**src/hdl/tdx_pkg.sv**
```systemverilog
package tdx_pkg;
    // register byte offsets on the avalon slave
    localparam logic [4:0] ADDR_COUNTS  = 5'h00;
    localparam logic [4:0] ADDR_EXEC    = 5'h04;
    localparam logic [4:0] ADDR_ORDER   = 5'h08;
    localparam logic [4:0] ADDR_ERRF    = 5'h0C;
    localparam logic [4:0] ADDR_IRQ_EN  = 5'h10;
    localparam logic [4:0] ADDR_IRQ_CLR = 5'h14;
    localparam logic [4:0] ADDR_STATUS  = 5'h18;
    // field positions
    localparam int unsigned CNT_HI_LSB    = 16;
    localparam int unsigned ORDER_SOFT    = 1;
    localparam int unsigned ORDER_HALF    = 0;
    localparam int unsigned ERR_ITER      = 14;
    localparam int unsigned ERR_MEM       = 11;
    localparam int unsigned ERR_OUTP      = 10;
    localparam int unsigned ERR_TABLE     = 9;
    localparam int unsigned ERR_SNR       = 8;
    localparam int unsigned ERR_REL       = 7;
    localparam int unsigned ERR_SF        = 4;
    localparam int unsigned ERR_P         = 2;
    localparam int unsigned ERR_F         = 1;
    localparam int unsigned ERR_SUM       = 0;
    localparam int unsigned STAT_HALTED   = 3;
    localparam int unsigned STAT_BIG      = 4;
    // writable / readable masks, reserved bits stay zero
    localparam logic [31:0] ERR_MASK      = 32'h00004F97;
    localparam logic [31:0] ORDER_MASK    = 32'h00000003;
    // reset values and counter saturation value
    localparam logic [31:0] COUNTS_RST    = 32'h00000000;
    localparam logic [1:0]  ORDER_RST     = 2'h0;
    localparam logic [31:0] ERR_RST       = 32'h00000000;
    localparam logic [31:0] IRQ_EN_RST    = 32'h00000000;
    localparam logic [15:0] CNT_MAX       = 16'hFFFF;
    // map states in which debug stepping waits
    localparam logic [2:0]  MAP_HALT_INIT = 3'h0;
    localparam logic [2:0]  MAP_HALT_STEP = 3'h6;

    typedef enum logic [2:0] {
        CMD_NOP      = 3'b000,
        CMD_START    = 3'b001,
        CMD_UNDEF2   = 3'b010,
        CMD_UNDEF3   = 3'b011,
        CMD_INIT     = 3'b100,
        CMD_STEP     = 3'b101,
        CMD_REST     = 3'b110,
        CMD_SOFT_RST = 3'b111
    } tdx_cmd_type;

    typedef enum logic [2:0] {
        ST_IDLE  = 3'b000,
        ST_RUN   = 3'b001,
        ST_HALT0 = 3'b010,
        ST_STEP  = 3'b011,
        ST_HALT6 = 3'b100
    } tdx_state_type;
endpackage

```
**src/hdl/tdx_flag_if.sv**
```systemverilog
`timescale 1ns/1ps
interface tdx_flag_if;
    logic [31:0] cause;
    logic [31:0] clear;
    logic        soft_rst;
    logic        en_we;
    logic [31:0] en_wdata;
    logic [31:0] flags;
    logic [31:0] enable;
    logic        irq;

    modport producer (output cause, clear, soft_rst, en_we, en_wdata,
                      input flags, enable, irq);
    modport keeper   (input cause, clear, soft_rst, en_we, en_wdata,
                      output flags, enable, irq);
endinterface

```
**src/hdl/tdx_fault_keeper.sv**
```systemverilog
`timescale 1ns/1ps
module tdx_fault_keeper
    import tdx_pkg::*;
(
    // clock and reset
    input  wire logic  clk_in,
    input  wire logic  nrst_in,
    input  wire logic  ce_in,
    // flag traffic from the register bank
    tdx_flag_if.keeper fl
);
    typedef struct packed {
        logic [31:0] flags;
        logic [31:0] enable;
    } tdx_keep_type;

    tdx_keep_type st;
    tdx_keep_type next_st;

    // sticky flags, set beats clear in the same cycle
    always_comb
    begin
        next_st = st;
        next_st.flags = ((st.flags & ~fl.clear) | fl.cause) & ERR_MASK;
        if (fl.en_we)
        begin
            next_st.enable = fl.en_wdata & ERR_MASK;
        end
        if (fl.soft_rst)
        begin
            next_st.flags  = ERR_RST;
            next_st.enable = IRQ_EN_RST;
        end
    end

    // state register
    always_ff @(posedge clk_in)
    begin
        if (!nrst_in)
        begin
            st.flags  <= ERR_RST;
            st.enable <= IRQ_EN_RST;
        end
        else if (ce_in)
        begin
            st <= next_st;
        end
    end

    // level interrupt toward the host
    assign fl.flags  = st.flags;
    assign fl.enable = st.enable;
    assign fl.irq    = |(st.flags & st.enable);
endmodule

```
**src/hdl/tdx_regs.sv**
```systemverilog
`timescale 1ns/1ps
// How it works
// - Upper counter half holds re-encode errors of the interleaved second decoder.
// - Lower counter half holds re-encode errors of the first decoder.
// - Command field: code zero does nothing, code one starts a normal decode.
// - Code four initialises, then halts waiting in map state zero.
// - Code five runs one map decode, then halts waiting in map state six.
// - Code six runs the remaining decodes and ends normally, leaving stepping.
// - Code seven resets everything except the command and byte order registers.
// - Reserved bits read zero and writes to them change nothing.
// - Byte order bit one picks the extrinsic table byte view.
// - Byte order bit zero picks interleaver halfword view; ignored in little-endian.
// - Any detected error records its cause and the summary flag; it raises the host interrupt if its own or the summary enable bit is set.
// - Read-only error word resets to zero, with iteration, cause and summary flags.
// - Memory access outside a debug halt sets the memory timing flag.
// - In shared mode a set output parameter read flag sets its flag.
// - In shared mode an interleaver table load request sets its flag.
module tdx_regs
    import tdx_pkg::*;
(
    // clock, reset, enable
    input  wire logic        clk_in,
    input  wire logic        nrst_in,
    input  wire logic        ce_in,
    // avalon-mm slave
    input  wire logic [4:0]  avs_address_in,
    input  wire logic        avs_read_in,
    input  wire logic        avs_write_in,
    input  wire logic [31:0] avs_writedata_in,
    input  wire logic [3:0]  avs_byteenable_in,
    output logic      [31:0] avs_readdata_out,
    output logic             avs_waitrequest_out,
    // decoder core events
    input  wire logic        reenc_first_in,
    input  wire logic        reenc_second_in,
    input  wire logic        map_done_in,
    input  wire logic        decode_done_in,
    input  wire logic        mem_access_in,
    input  wire logic        sp_mode_in,
    input  wire logic        outparam_flag_in,
    input  wire logic        table_load_req_in,
    input  wire logic        iter_bound_in,
    input  wire logic [4:0]  other_fault_in,
    // endian strap pin
    input  wire logic        big_endian_in,
    // table data through the byte order views
    input  wire logic [63:0] soft_info_in,
    input  wire logic [63:0] permute_in,
    output logic      [63:0] soft_info_out,
    output logic      [63:0] permute_out,
    // decoder core control
    output logic             start_out,
    output logic             init_out,
    output logic             step_out,
    output logic             rest_out,
    output logic             soft_reset_out,
    output logic             halted_out,
    output logic      [2:0]  halt_map_state_out,
    output logic             busy_out,
    // interrupt
    output logic             irq_out
);
    typedef struct packed {
        logic          ack;
        logic [31:0]   rdata;
        logic [15:0]   cnt_second;
        logic [15:0]   cnt_first;
        tdx_cmd_type   cmd;
        logic [1:0]    order;
        tdx_state_type fsm;
        logic          start;
        logic          init;
        logic          step;
        logic          rest;
        logic          srst;
        logic          big_meta;
        logic          big_sync;
        logic [63:0]   soft_info;
        logic [63:0]   permute;
    } tdx_regs_type;

    tdx_regs_type st;
    tdx_regs_type next_st;

    tdx_flag_if fl ();

    logic        req;
    logic        acc_wr;
    logic        first;
    logic [31:0] bmask;
    logic        halted;
    logic [31:0] cause;
    tdx_cmd_type wcmd;

    // flag keeper holds error word, enables and interrupt
    tdx_fault_keeper u_keeper (
        .clk_in  (clk_in),
        .nrst_in (nrst_in),
        .ce_in   (ce_in),
        .fl      (fl)
    );

    // bus handshake, one wait state per access
    assign req    = avs_read_in | avs_write_in;
    assign first  = req & ~st.ack;
    assign acc_wr = avs_write_in & st.ack;
    assign avs_waitrequest_out = req & ~(st.ack & ce_in); // no answer while frozen
    assign wcmd   = tdx_cmd_type'(avs_writedata_in[2:0]);
    assign halted = (st.fsm == ST_HALT0) || (st.fsm == ST_HALT6);

    // byte enables widened to a bit mask
    always_comb
    begin
        for (int i = 0; i < 4; i++)
        begin
            bmask[i*8 +: 8] = {8{avs_byteenable_in[i]}};
        end
    end

    // cause vector of this cycle
    always_comb
    begin
        cause = 32'h00000000;
        cause[ERR_ITER]  = iter_bound_in;
        cause[ERR_MEM]   = mem_access_in & ~halted;
        cause[ERR_OUTP]  = sp_mode_in & outparam_flag_in;
        cause[ERR_TABLE] = sp_mode_in & table_load_req_in;
        cause[ERR_SNR]   = other_fault_in[4];
        cause[ERR_REL]   = other_fault_in[3];
        cause[ERR_SF]    = other_fault_in[2];
        cause[ERR_P]     = other_fault_in[1];
        cause[ERR_F]     = other_fault_in[0];
        cause[ERR_SUM]   = |cause[31:1];
    end

    // flag keeper traffic
    assign fl.cause    = cause;
    assign fl.clear    = (acc_wr && avs_address_in == ADDR_IRQ_CLR) ?
                         (avs_writedata_in & bmask) : 32'h00000000;
    assign fl.soft_rst = acc_wr && avs_address_in == ADDR_EXEC &&
                         avs_byteenable_in[0] && wcmd == CMD_SOFT_RST;
    assign fl.en_we    = acc_wr && avs_address_in == ADDR_IRQ_EN;
    assign fl.en_wdata = (avs_writedata_in & bmask) | (fl.enable & ~bmask);

    // next state
    always_comb
    begin
        next_st = st;
        next_st.ack   = first;
        next_st.start = 1'b0;
        next_st.init  = 1'b0;
        next_st.step  = 1'b0;
        next_st.rest  = 1'b0;
        next_st.srst  = 1'b0;
        next_st.big_meta = big_endian_in;
        next_st.big_sync = st.big_meta;

        // read data latched in the wait cycle, reserved bits zero
        if (avs_read_in && first)
        begin
            unique case (avs_address_in)
                ADDR_COUNTS:  next_st.rdata = {st.cnt_second, st.cnt_first};
                ADDR_ORDER:   next_st.rdata = {30'h0, st.order};
                ADDR_ERRF:    next_st.rdata = fl.flags;
                ADDR_IRQ_EN:  next_st.rdata = fl.enable;
                ADDR_STATUS:  next_st.rdata = {27'h0, st.big_sync, halted, st.fsm};
                default:      next_st.rdata = 32'h00000000;
            endcase
        end

        // re-encode counters, saturating
        if (reenc_second_in && st.cnt_second != CNT_MAX)
        begin
            next_st.cnt_second = st.cnt_second + 16'h0001;
        end
        if (reenc_first_in && st.cnt_first != CNT_MAX)
        begin
            next_st.cnt_first = st.cnt_first + 16'h0001;
        end
        if (acc_wr && avs_address_in == ADDR_COUNTS)
        begin
            next_st.cnt_second = (avs_writedata_in[31:16] & bmask[31:16]) |
                                 (st.cnt_second & ~bmask[31:16]);
            next_st.cnt_first  = (avs_writedata_in[15:0] & bmask[15:0]) |
                                 (st.cnt_first & ~bmask[15:0]);
        end

        // byte order register, only two bits kept
        if (acc_wr && avs_address_in == ADDR_ORDER && avs_byteenable_in[0])
        begin
            next_st.order = avs_writedata_in[1:0] & ORDER_MASK[1:0];
        end

        // decoder sequencing
        unique case (st.fsm)
            ST_RUN:
            begin
                if (decode_done_in)
                begin
                    next_st.fsm = ST_IDLE;
                end
            end
            ST_STEP:
            begin
                if (map_done_in)
                begin
                    next_st.fsm = ST_HALT6;
                end
            end
            ST_IDLE, ST_HALT0, ST_HALT6:
            begin
            end
            default:
            begin
                next_st.fsm = ST_IDLE;
            end
        endcase

        // command register writes
        if (acc_wr && avs_address_in == ADDR_EXEC && avs_byteenable_in[0])
        begin
            next_st.cmd = wcmd;
            unique case (wcmd)
                CMD_START:
                begin
                    if (st.fsm == ST_IDLE)
                    begin
                        next_st.fsm   = ST_RUN;
                        next_st.start = 1'b1;
                    end
                end
                CMD_INIT:
                begin
                    if (st.fsm == ST_IDLE)
                    begin
                        next_st.fsm  = ST_HALT0;
                        next_st.init = 1'b1;
                    end
                end
                CMD_STEP:
                begin
                    if (halted)
                    begin
                        next_st.fsm  = ST_STEP;
                        next_st.step = 1'b1;
                    end
                end
                CMD_REST:
                begin
                    if (halted)
                    begin
                        next_st.fsm  = ST_RUN;
                        next_st.rest = 1'b1;
                    end
                end
                CMD_SOFT_RST:
                begin
                    next_st.fsm        = ST_IDLE;
                    next_st.srst       = 1'b1;
                    next_st.cnt_second = 16'h0000;
                    next_st.cnt_first  = 16'h0000;
                    next_st.soft_info  = 64'h0000000000000000;
                    next_st.permute    = 64'h0000000000000000;
                end
                CMD_NOP, CMD_UNDEF2, CMD_UNDEF3:
                begin
                    // no instruction, decoder state untouched
                    next_st.fsm = st.fsm;
                end
            endcase
        end

        // extrinsic table byte view
        for (int b = 0; b < 8; b++)
        begin
            if (st.order[ORDER_SOFT])
            begin
                next_st.soft_info[(7-b)*8 +: 8] = soft_info_in[b*8 +: 8];
            end
            else
            begin
                next_st.soft_info[b*8 +: 8] = soft_info_in[(b ^ 3)*8 +: 8];
            end
        end

        // interleaver halfword view, big-endian only
        for (int h = 0; h < 4; h++)
        begin
            if (st.order[ORDER_HALF] && st.big_sync)
            begin
                next_st.permute[(3-h)*16 +: 16] = permute_in[h*16 +: 16];
            end
            else
            begin
                next_st.permute[h*16 +: 16] = permute_in[(h ^ 1)*16 +: 16];
            end
        end
    end

    // state register
    always_ff @(posedge clk_in)
    begin
        if (!nrst_in)
        begin
            st            <= '0;
            st.cnt_second <= COUNTS_RST[31:16];
            st.cnt_first  <= COUNTS_RST[15:0];
            st.order      <= ORDER_RST;
            st.cmd        <= CMD_NOP;
            st.fsm        <= ST_IDLE;
        end
        else if (ce_in)
        begin
            st <= next_st;
        end
    end

    // outputs
    assign avs_readdata_out   = st.rdata;
    assign soft_info_out      = st.soft_info;
    assign permute_out        = st.permute;
    assign start_out          = st.start;
    assign init_out           = st.init;
    assign step_out           = st.step;
    assign rest_out           = st.rest;
    assign soft_reset_out     = st.srst;
    assign halted_out         = halted;
    assign halt_map_state_out = (st.fsm == ST_HALT6) ? MAP_HALT_STEP : MAP_HALT_INIT;
    assign busy_out           = (st.fsm == ST_RUN) || (st.fsm == ST_STEP);
    assign irq_out            = fl.irq;
endmodule

```
**config.mk**
```make
export PLATFORM = sky130hd
export DESIGN_NAME = tdx_regs
export DESIGN_NICKNAME = d
export VERILOG_FILES = /design/src/hdl/tdx_pkg.sv /design/src/hdl/tdx_flag_if.sv /design/src/hdl/tdx_fault_keeper.sv /design/src/hdl/tdx_regs.sv
export SDC_FILE = /design/constraint.sdc
export NUM_CORES = 1
export LEC_CHECK = 0
export BUFFER_PORTS_ARGS = -buffer_cell sky130_fd_sc_hd__buf_4
export CAP_MARGIN = 20
export CORE_MARGIN = 4
export CORE_UTILIZATION = 35
export CTS_CLUSTER_SIZE = 12
export DETAILED_ROUTE_END_ITERATION = 7
export PLACE_DENSITY = 0.66
export REMOVE_ABC_BUFFERS = 1
export SYNTH_ARGS = -nofsm -noshare
export SYNTH_HDL_FRONTEND = slang
export SYNTH_SLANG_ARGS = --single-unit
```
**constraint.sdc**
```tcl
create_clock -name clk_in -period 4.9 [get_ports clk_in]
set_input_delay 0.735 -clock clk_in [delete_from_list [all_inputs] [get_ports clk_in]]
set_output_delay 0.735 -clock clk_in [all_outputs]
set_load 0.02 [all_outputs]
```
# Yosys cells after proc, flatten, opt, wreduce, memory -nomap -nowiden

Index checks and enable logic that the tools add are counted.

Bitwise logic cells: 27
Mux-type cells: 38
Add/subtract/negate cells: 2
Reduce and logical (&&, ||, !) cells: 27
Equal/unequal tests: 20

Operators with widths:

| cell                                          | number |
|---|---|
| case mux 32 bit (5 select lines)              | 1 |
| two-way mux 16 bit                            | 6 |
| two-way mux 32 bit                            | 3 |
| two-way mux 8 bit                             | 9 |
| AND 16 bit                                    | 4 |
| two-way mux 47 bit                            | 1 |
| AND 15 bit                                    | 3 |
| two-way mux 35 bit                            | 1 |
| adder 16 x 1 -> 16 bit, second input constant | 2 |
| AND 15 x 32 -> 32 bit                         | 1 |
| != test 16 bit, second input constant         | 2 |
| NOT 16 bit                                    | 2 |
| bitwise OR 16 bit                             | 2 |
| OR reduction 32 bit                           | 1 |
| NOT 15 bit                                    | 2 |
| bitwise OR 15 bit                             | 2 |
| two-way mux 3 bit                             | 6 |
| == test 3 bit, second input constant          | 5 |
| == test 5 bit, second input constant          | 3 |
| two-way mux 15 bit                            | 1 |
| case mux 3 bit (5 select lines)               | 1 |
| == test 3 x 2 -> 1 bit, second input constant | 4 |
| logical AND 1 bit                             | 12 |
| == test 5 x 4 -> 1 bit, second input constant | 2 |
| 16 further kinds                              | 38 |

Output and inout bits: 172
Logic and storage cells: 132
Flip-flop bits (word level): 255

# Logic depth before layout (Yosys ltp)

Word-level depth: 7
Mapped depth: 9

# Modules after synthesis

A second synthesis with hierarchy kept.

Cell total of the unflattened synthesis: 1717
Area, all modules: 13506.7 um^2

Modules (own cells, without submodules):

| module           | area each (um^2) | times used | cells each |
|---|---|---|---|
| tdx_regs         | 12321.8          | 1          | 1587 |
| tdx_fault_keeper | 1184.9           | 1          | 130 |

# Worst setup path before layout

No wires, ideal clock.

Path kind: input -> output
Start point: input port ce_in
End point: output port avs_waitrequest_out
Data arrival time: 1.793 ns
Buffers on the path: 3
Slack: 2.372 ns
Stages on the path: 4
Required time: 4.165 ns
Cells stage by stage: clkbuf_1 -> clkbuf_1 -> buf_1 -> a21oi_1

Longest elaborated chain between the ends: 3

RTL lines:

| item               | RTL line        | source |
|---|---|---|
| start: declaration | tdx_regs.sv:24  | `input wire logic ce_in,` |
| AND 1 bit          | tdx_regs.sv:107 | `assign avs_waitrequest_out = req & ~(st.ack & ce_in);` |
| NOT 1 bit          | tdx_regs.sv:107 |  |
| AND 1 bit          | tdx_regs.sv:107 |  |
| end: declaration   | tdx_regs.sv:32  | `output logic avs_waitrequest_out,` |

No other way between the ends.

# Worst setup path in the final report

Start point: input port avs_address_in[2]
End point: register st[161] in the netlist's numbering

Longest elaborated chain between the ends: 5
Elaborated cells on any way between the ends: 8
Those cells by class: eq/ne: 1; mux: 3; reduce/logical: 4

RTL lines:

| item                   | RTL line        | source |
|---|---|---|
| start: declaration     | tdx_regs.sv:26  | `input wire logic [4:0] avs_address_in,` |
| zero test 5 bit        | tdx_regs.sv:180 | `if (acc_wr && avs_address_in == ADDR_COUNTS)` |
| logical AND 1 bit      | tdx_regs.sv:180 |  |
| two-way mux 32 bit     | tdx_regs.sv:180 |  |
| two-way mux 32 bit     | tdx_regs.sv:223 | `unique case (wcmd)` |
| two-way mux 35 bit (*) | tdx_regs.sv:220 | `if (acc_wr && avs_address_in == ADDR_EXEC && avs_byteenable_in[0])` |
| end signal: assignment | tdx_regs.sv:314 | `st <= next_st;` |
| end: declaration       | tdx_regs.sv:82  | `tdx_regs_type st;` |

Mark *: on every way between the ends. The rest lies on a longest branch, timed or not.
A chain may end at the register's enable or synchronous reset.

==> load_flow_metrics.sql <==
INSERT INTO impl_metrics (metric_group, metric, value, unit) VALUES
('synth', 'average_instance_area_after_synthesis', '8.07', 'sq um'),
('sta', 'post-route-period-util', '0.592', ''),
('placed_design', 'post_dp_cell_area', '13900', 'sq um'),
('sta', 'maxSlewViolCount', '0', ''),
('setup_path', 'worst_setup_sp_type', 'input port', ''),
('power_and_ir_drop', 'power_per_cell_area', '317', 'nW/um^2'),
('sta', 'fin_setup_tns', '0', 'ps'),
('sta', 'tightestPinTransition', '1100', 'ps'),
('layout', 'final_layout_size_suffix_gt1_frac', '0.264', ''),
('setup_path', 'worst-endpoint-arrival', '3310', 'ps'),
('clock_network', 'reg_clk_slew_reported_paths', '60', 'ps'),
('synth', 'synthArstFlopShare', '0', ''),
('layout', 'fin_nets', '1822', ''),
('synth', 'yosysUniqueCellTypes', '70', ''),
('setup_path', 'critical_path_required', '5310', 'ps'),
('floorplan', 'coreArea', '34500', 'sq um'),
('clock_network', 'clock_tree_from_tritoncts', 'yes', ''),
('synth', 'synth-seq-area-share', '0.369', ''),
('detailed_routing', 'drt_pass1_iterations', '7', ''),
('detailed_routing', 'route.detailed.wl_per_inst', '19.0', 'um'),
('sta', 'finalClockSkew', '23.3', 'ps'),
('setup_path', 'worst_setup_ep_type', 'register', ''),
('clock_network', 'ctsHoldBuffers', '0', ''),
('global_routing', 'initial_antenna_violation_count', '0', ''),
('sta', 'worst_slew_margin_rel', '0.257', ''),
('synth', 'synth_top_flop_cell', 'sky130_fd_sc_hd__dfxtp_1', ''),
('synth', 'number_of_flops_mapped_to_enable_cells_by_yosys', '0', ''),
('power_and_ir_drop', 'p_leak', '5.89', 'nW'),
('synth', 'postSynthCellCount', '1514', ''),
('detailed_routing', 'drc_errors', '0', ''),
('flow_run', 'max_cap_violations', '0', ''),
('clock_network', 'post_cts_resized', '0', ''),
('detailed_routing', 'total_number_of_vias', '11600', ''),
('global_routing', 'grt_start_max_net_pins', '198', ''),
('placed_design', 'finalWeightedCongestion', '0.925', ''),
('hold_path', 'hold_path_class', 'in -> reg', ''),
('clock_network', 'numCtsBuffers', '28', ''),
('layout', 'fillCellCount', '3450', ''),
('clock_network', 'cts_root_buffer', 'sky130_fd_sc_hd__clkbuf_16', ''),
('global_routing', 'grt_pass1_wl', '61.6', 'mm'),
('detailed_routing', 'detailedRoute.firstIterationViolations', '815', ''),
('floorplan', 'die_w', '195', 'um'),
('global_routing', 'grt_usage', '0.194', ''),
('floorplan', 'die_y', '195', 'um'),
('sta', 'timing.final.setup_violations', '0', ''),
('clock_network', 'worst_skew_pair.late_latency', '540', 'ps'),
('power_and_ir_drop', 'peak_vdd_ir', '0.227', 'mV'),
('placed_design', 'detailedPlacementHpwl', '27.9', 'mm'),
('synth', 'mappedNetlistArea', '12200', 'sq um'),
('clock_network', 'post-cts-setup-buffers', '0', ''),
('sta', 'layout_min_cycle_time', '2900', 'ps'),
('detailed_routing', 'avgViaCountPerCell', '5.53', ''),
('global_routing', 'overflow', '0', ''),
('synth', 'synth.ff_latch_count', '225', ''),
('synth', 'ys_warn_count', '0', ''),
('layout', 'fin_area', '14900', 'sq um'),
('placed_design', 'port-buffer-count', '359', ''),
('clock_network', 'cts_num_sinks', '225', ''),
('setup_path', 'path_class', 'in -> reg', ''),
('sta', 'hold_violations', '0', ''),
('setup_path', 'path_max_fanout', '19', ''),
('floorplan', 'initial_utilization', '0.355', ''),
('floorplan', 'ios', '361', ''),
('floorplan', 'die_area', '38000', 'sq um'),
('global_routing', 'number_of_global_route_vias_before_repair', '10800', ''),
('sta', 'rsz_0062_raised_after_global_routing', 'no', ''),
('detailed_routing', 'postRouteAntennaNets', '0', ''),
('floorplan', 'num_rows', '68', ''),
('layout', 'antenna-diode-count', '0', ''),
('sta', 'fmax', '345', 'MHz'),
('clock_network', 'cts_buffer_depth', '3', ''),
('layout', 'syn2layout_area_growth', '21.7', '%'),
('detailed_routing', 'totalWireLength', '39.9', 'mm'),
('clock_network', 'cts_max_level', '1', ''),
('outcome', 'outcome', 'finished clean', '');
-- through the flow --
stage	instances	utilization	setup slack (ps)	total power [mW]	hold WS (ps)
floorplan	1229	-	1640	2.27	442
global placement	2055	0.404	1540	2.64	455
detailed placement	2055	0.404	1520	2.65	457
CTS	2105	0.431	2100	4.76	390
global route	2106	0.432	1820	4.91	408
finish	2106	0.432	2000	4.71	417
-- where the power goes --
| part | internal, mW | switching (mW) | total [mW] |
|---|---|---|---|
| Clock | 1.29 | 0.801 | 2.09 |
| Sequential | 1.91 | 0.0545 | 1.97 |
| Combinational | 0.281 | 0.369 | 0.650 |
-- worst max-delay path: stages --
cell,delay (ps)
sky130_fd_sc_hd__buf_4,130
sky130_fd_sc_hd__or4_1,900
sky130_fd_sc_hd__nor2_2,730
sky130_fd_sc_hd__buf_4,340
sky130_fd_sc_hd__nor2_1,170
sky130_fd_sc_hd__a21oi_1,210
sky130_fd_sc_hd__o22ai_1,90
-- cells by family (layout without fill, tap and decap cells) --
family                     Yosys count  after routing  share of synthesized area
muxes                               96             96                     0.0791
and+or+nand+nor                    549            549                      0.203
buffers and inverters              298            435                      0.143
other                                1              1                   0.000307
adders and majority gates            2              2                    0.00205
DFF                                225            225                      0.369
AOI/OAI and AO/OA                  339            339                      0.201
xor gates and xnor gates             4              4                    0.00287
-- registers in the layout, summed over array words and instances (netlist names) --
signal and cells:
permute_out 64, init_out 1, start_out 1, rest_out 1, soft_reset_out 1, soft_info_out 64, avs_readdata_out 32, st 39
u_keeper.fl.enable 10, u_keeper.fl.flags 10, step_out 1, next_st 1
-- path summary, 6_finish.rpt --
path | start | endpoint | slack (ps) | cells past startpoint
setup / recovery | avs_address_in[2] | st[161] | 2000 | 7
hold reg to reg | start_out | start_out | 470 | 2
hold / removal | avs_writedata_in[14] | u_keeper.fl.enable[14] | 420 | 3
setup reg to reg | st[207] | st[162] | 2630 | 5
-- metal layers --
metal,share of wire,global-route usage,vias up
li1,-,-,5573
met1,0.44,0.271,5456
met2,0.44,0.300,539
met3,0.091,0.0402,79
met4,0.034,0.0652,0
met5,0,0,-
-- placed cells by master, fill, tap and decap left out, types with 4 or more instances in the layout --
cell and n:
sky130_fd_sc_hd__buf_4 369, sky130_fd_sc_hd__dfxtp_1 222, sky130_fd_sc_hd__nor2_1 203, sky130_fd_sc_hd__nand2_1 134
sky130_fd_sc_hd__nand3_1 110, sky130_fd_sc_hd__mux2i_1 91, sky130_fd_sc_hd__a211oi_1 69, sky130_fd_sc_hd__a311oi_1 64
sky130_fd_sc_hd__a21oi_1 51, sky130_fd_sc_hd__o21ai_0 38, sky130_fd_sc_hd__clkbuf_16 29, sky130_fd_sc_hd__a22oi_1 24
sky130_fd_sc_hd__nor3_1 20, sky130_fd_sc_hd__nand4_1 19, sky130_fd_sc_hd__a2bb2oi_1 13, sky130_fd_sc_hd__clkbuf_8 12
sky130_fd_sc_hd__inv_1 11, sky130_fd_sc_hd__nor4_1 11, sky130_fd_sc_hd__and3_1 9, sky130_fd_sc_hd__o22ai_1 9
sky130_fd_sc_hd__a32oi_1 8, sky130_fd_sc_hd__o21ai_1 8, sky130_fd_sc_hd__and2_1 7, sky130_fd_sc_hd__a221oi_1 6
sky130_fd_sc_hd__or4_1 6, sky130_fd_sc_hd__and4_1 5, sky130_fd_sc_hd__a31oi_1 5, sky130_fd_sc_hd__mux2_2 5
sky130_fd_sc_hd__clkbuf_1 5, sky130_fd_sc_hd__a22o_1 4, sky130_fd_sc_hd__nand2b_1 4, sky130_fd_sc_hd__o21a_1 4
sky130_fd_sc_hd__o31ai_1 4, sky130_fd_sc_hd__a21o_1 4
-- synthesized netlist by cell type (5+ instances only) --
master / count / area, sq um
sky130_fd_sc_hd__a211oi_1: 69 / 518
sky130_fd_sc_hd__a21oi_1: 51 / 255
sky130_fd_sc_hd__a221oi_1: 6 / 52.6
sky130_fd_sc_hd__a22oi_1: 24 / 180
sky130_fd_sc_hd__a2bb2oi_1: 13 / 114
sky130_fd_sc_hd__a311oi_1: 64 / 561
sky130_fd_sc_hd__a31oi_1: 5 / 31.3
sky130_fd_sc_hd__a32oi_1: 8 / 70.1
sky130_fd_sc_hd__and2_1: 7 / 43.8
sky130_fd_sc_hd__and3_1: 9 / 56.3
sky130_fd_sc_hd__and4_1: 5 / 43.8
sky130_fd_sc_hd__buf_1: 11 / 41.3
sky130_fd_sc_hd__buf_2: 12 / 60.1
sky130_fd_sc_hd__buf_4: 163 / 1220
sky130_fd_sc_hd__clkbuf_1: 98 / 368
sky130_fd_sc_hd__dfxtp_1: 225 / 4500
sky130_fd_sc_hd__inv_1: 11 / 41.3
sky130_fd_sc_hd__mux2_2: 5 / 56.3
sky130_fd_sc_hd__mux2i_1: 91 / 911
sky130_fd_sc_hd__nand2_1: 135 / 507
sky130_fd_sc_hd__nand3_1: 110 / 551
sky130_fd_sc_hd__nand4_1: 19 / 119
sky130_fd_sc_hd__nor2_1: 204 / 766
sky130_fd_sc_hd__nor3_1: 21 / 105
sky130_fd_sc_hd__nor4_1: 11 / 68.8
sky130_fd_sc_hd__o21ai_0: 38 / 190
sky130_fd_sc_hd__o21ai_1: 8 / 40.0
sky130_fd_sc_hd__o22ai_1: 9 / 56.3
sky130_fd_sc_hd__or4_1: 6 / 45.0
-- cell type report --
class	count	area, sq um	share of cell area
Timing Repair Buffer	372	2810	0.189
Clock buffer	45	896	0.0602
Clock inverter	5	57.6	0.00387
Tap cell	455	569	0.0383
Inverter	13	53.8	0.00362
Multi-Input combinational cell	991	5970	0.402
Sequential cell	225	4510	0.303
Note: power is estimated with default switching activity, not from simulation.
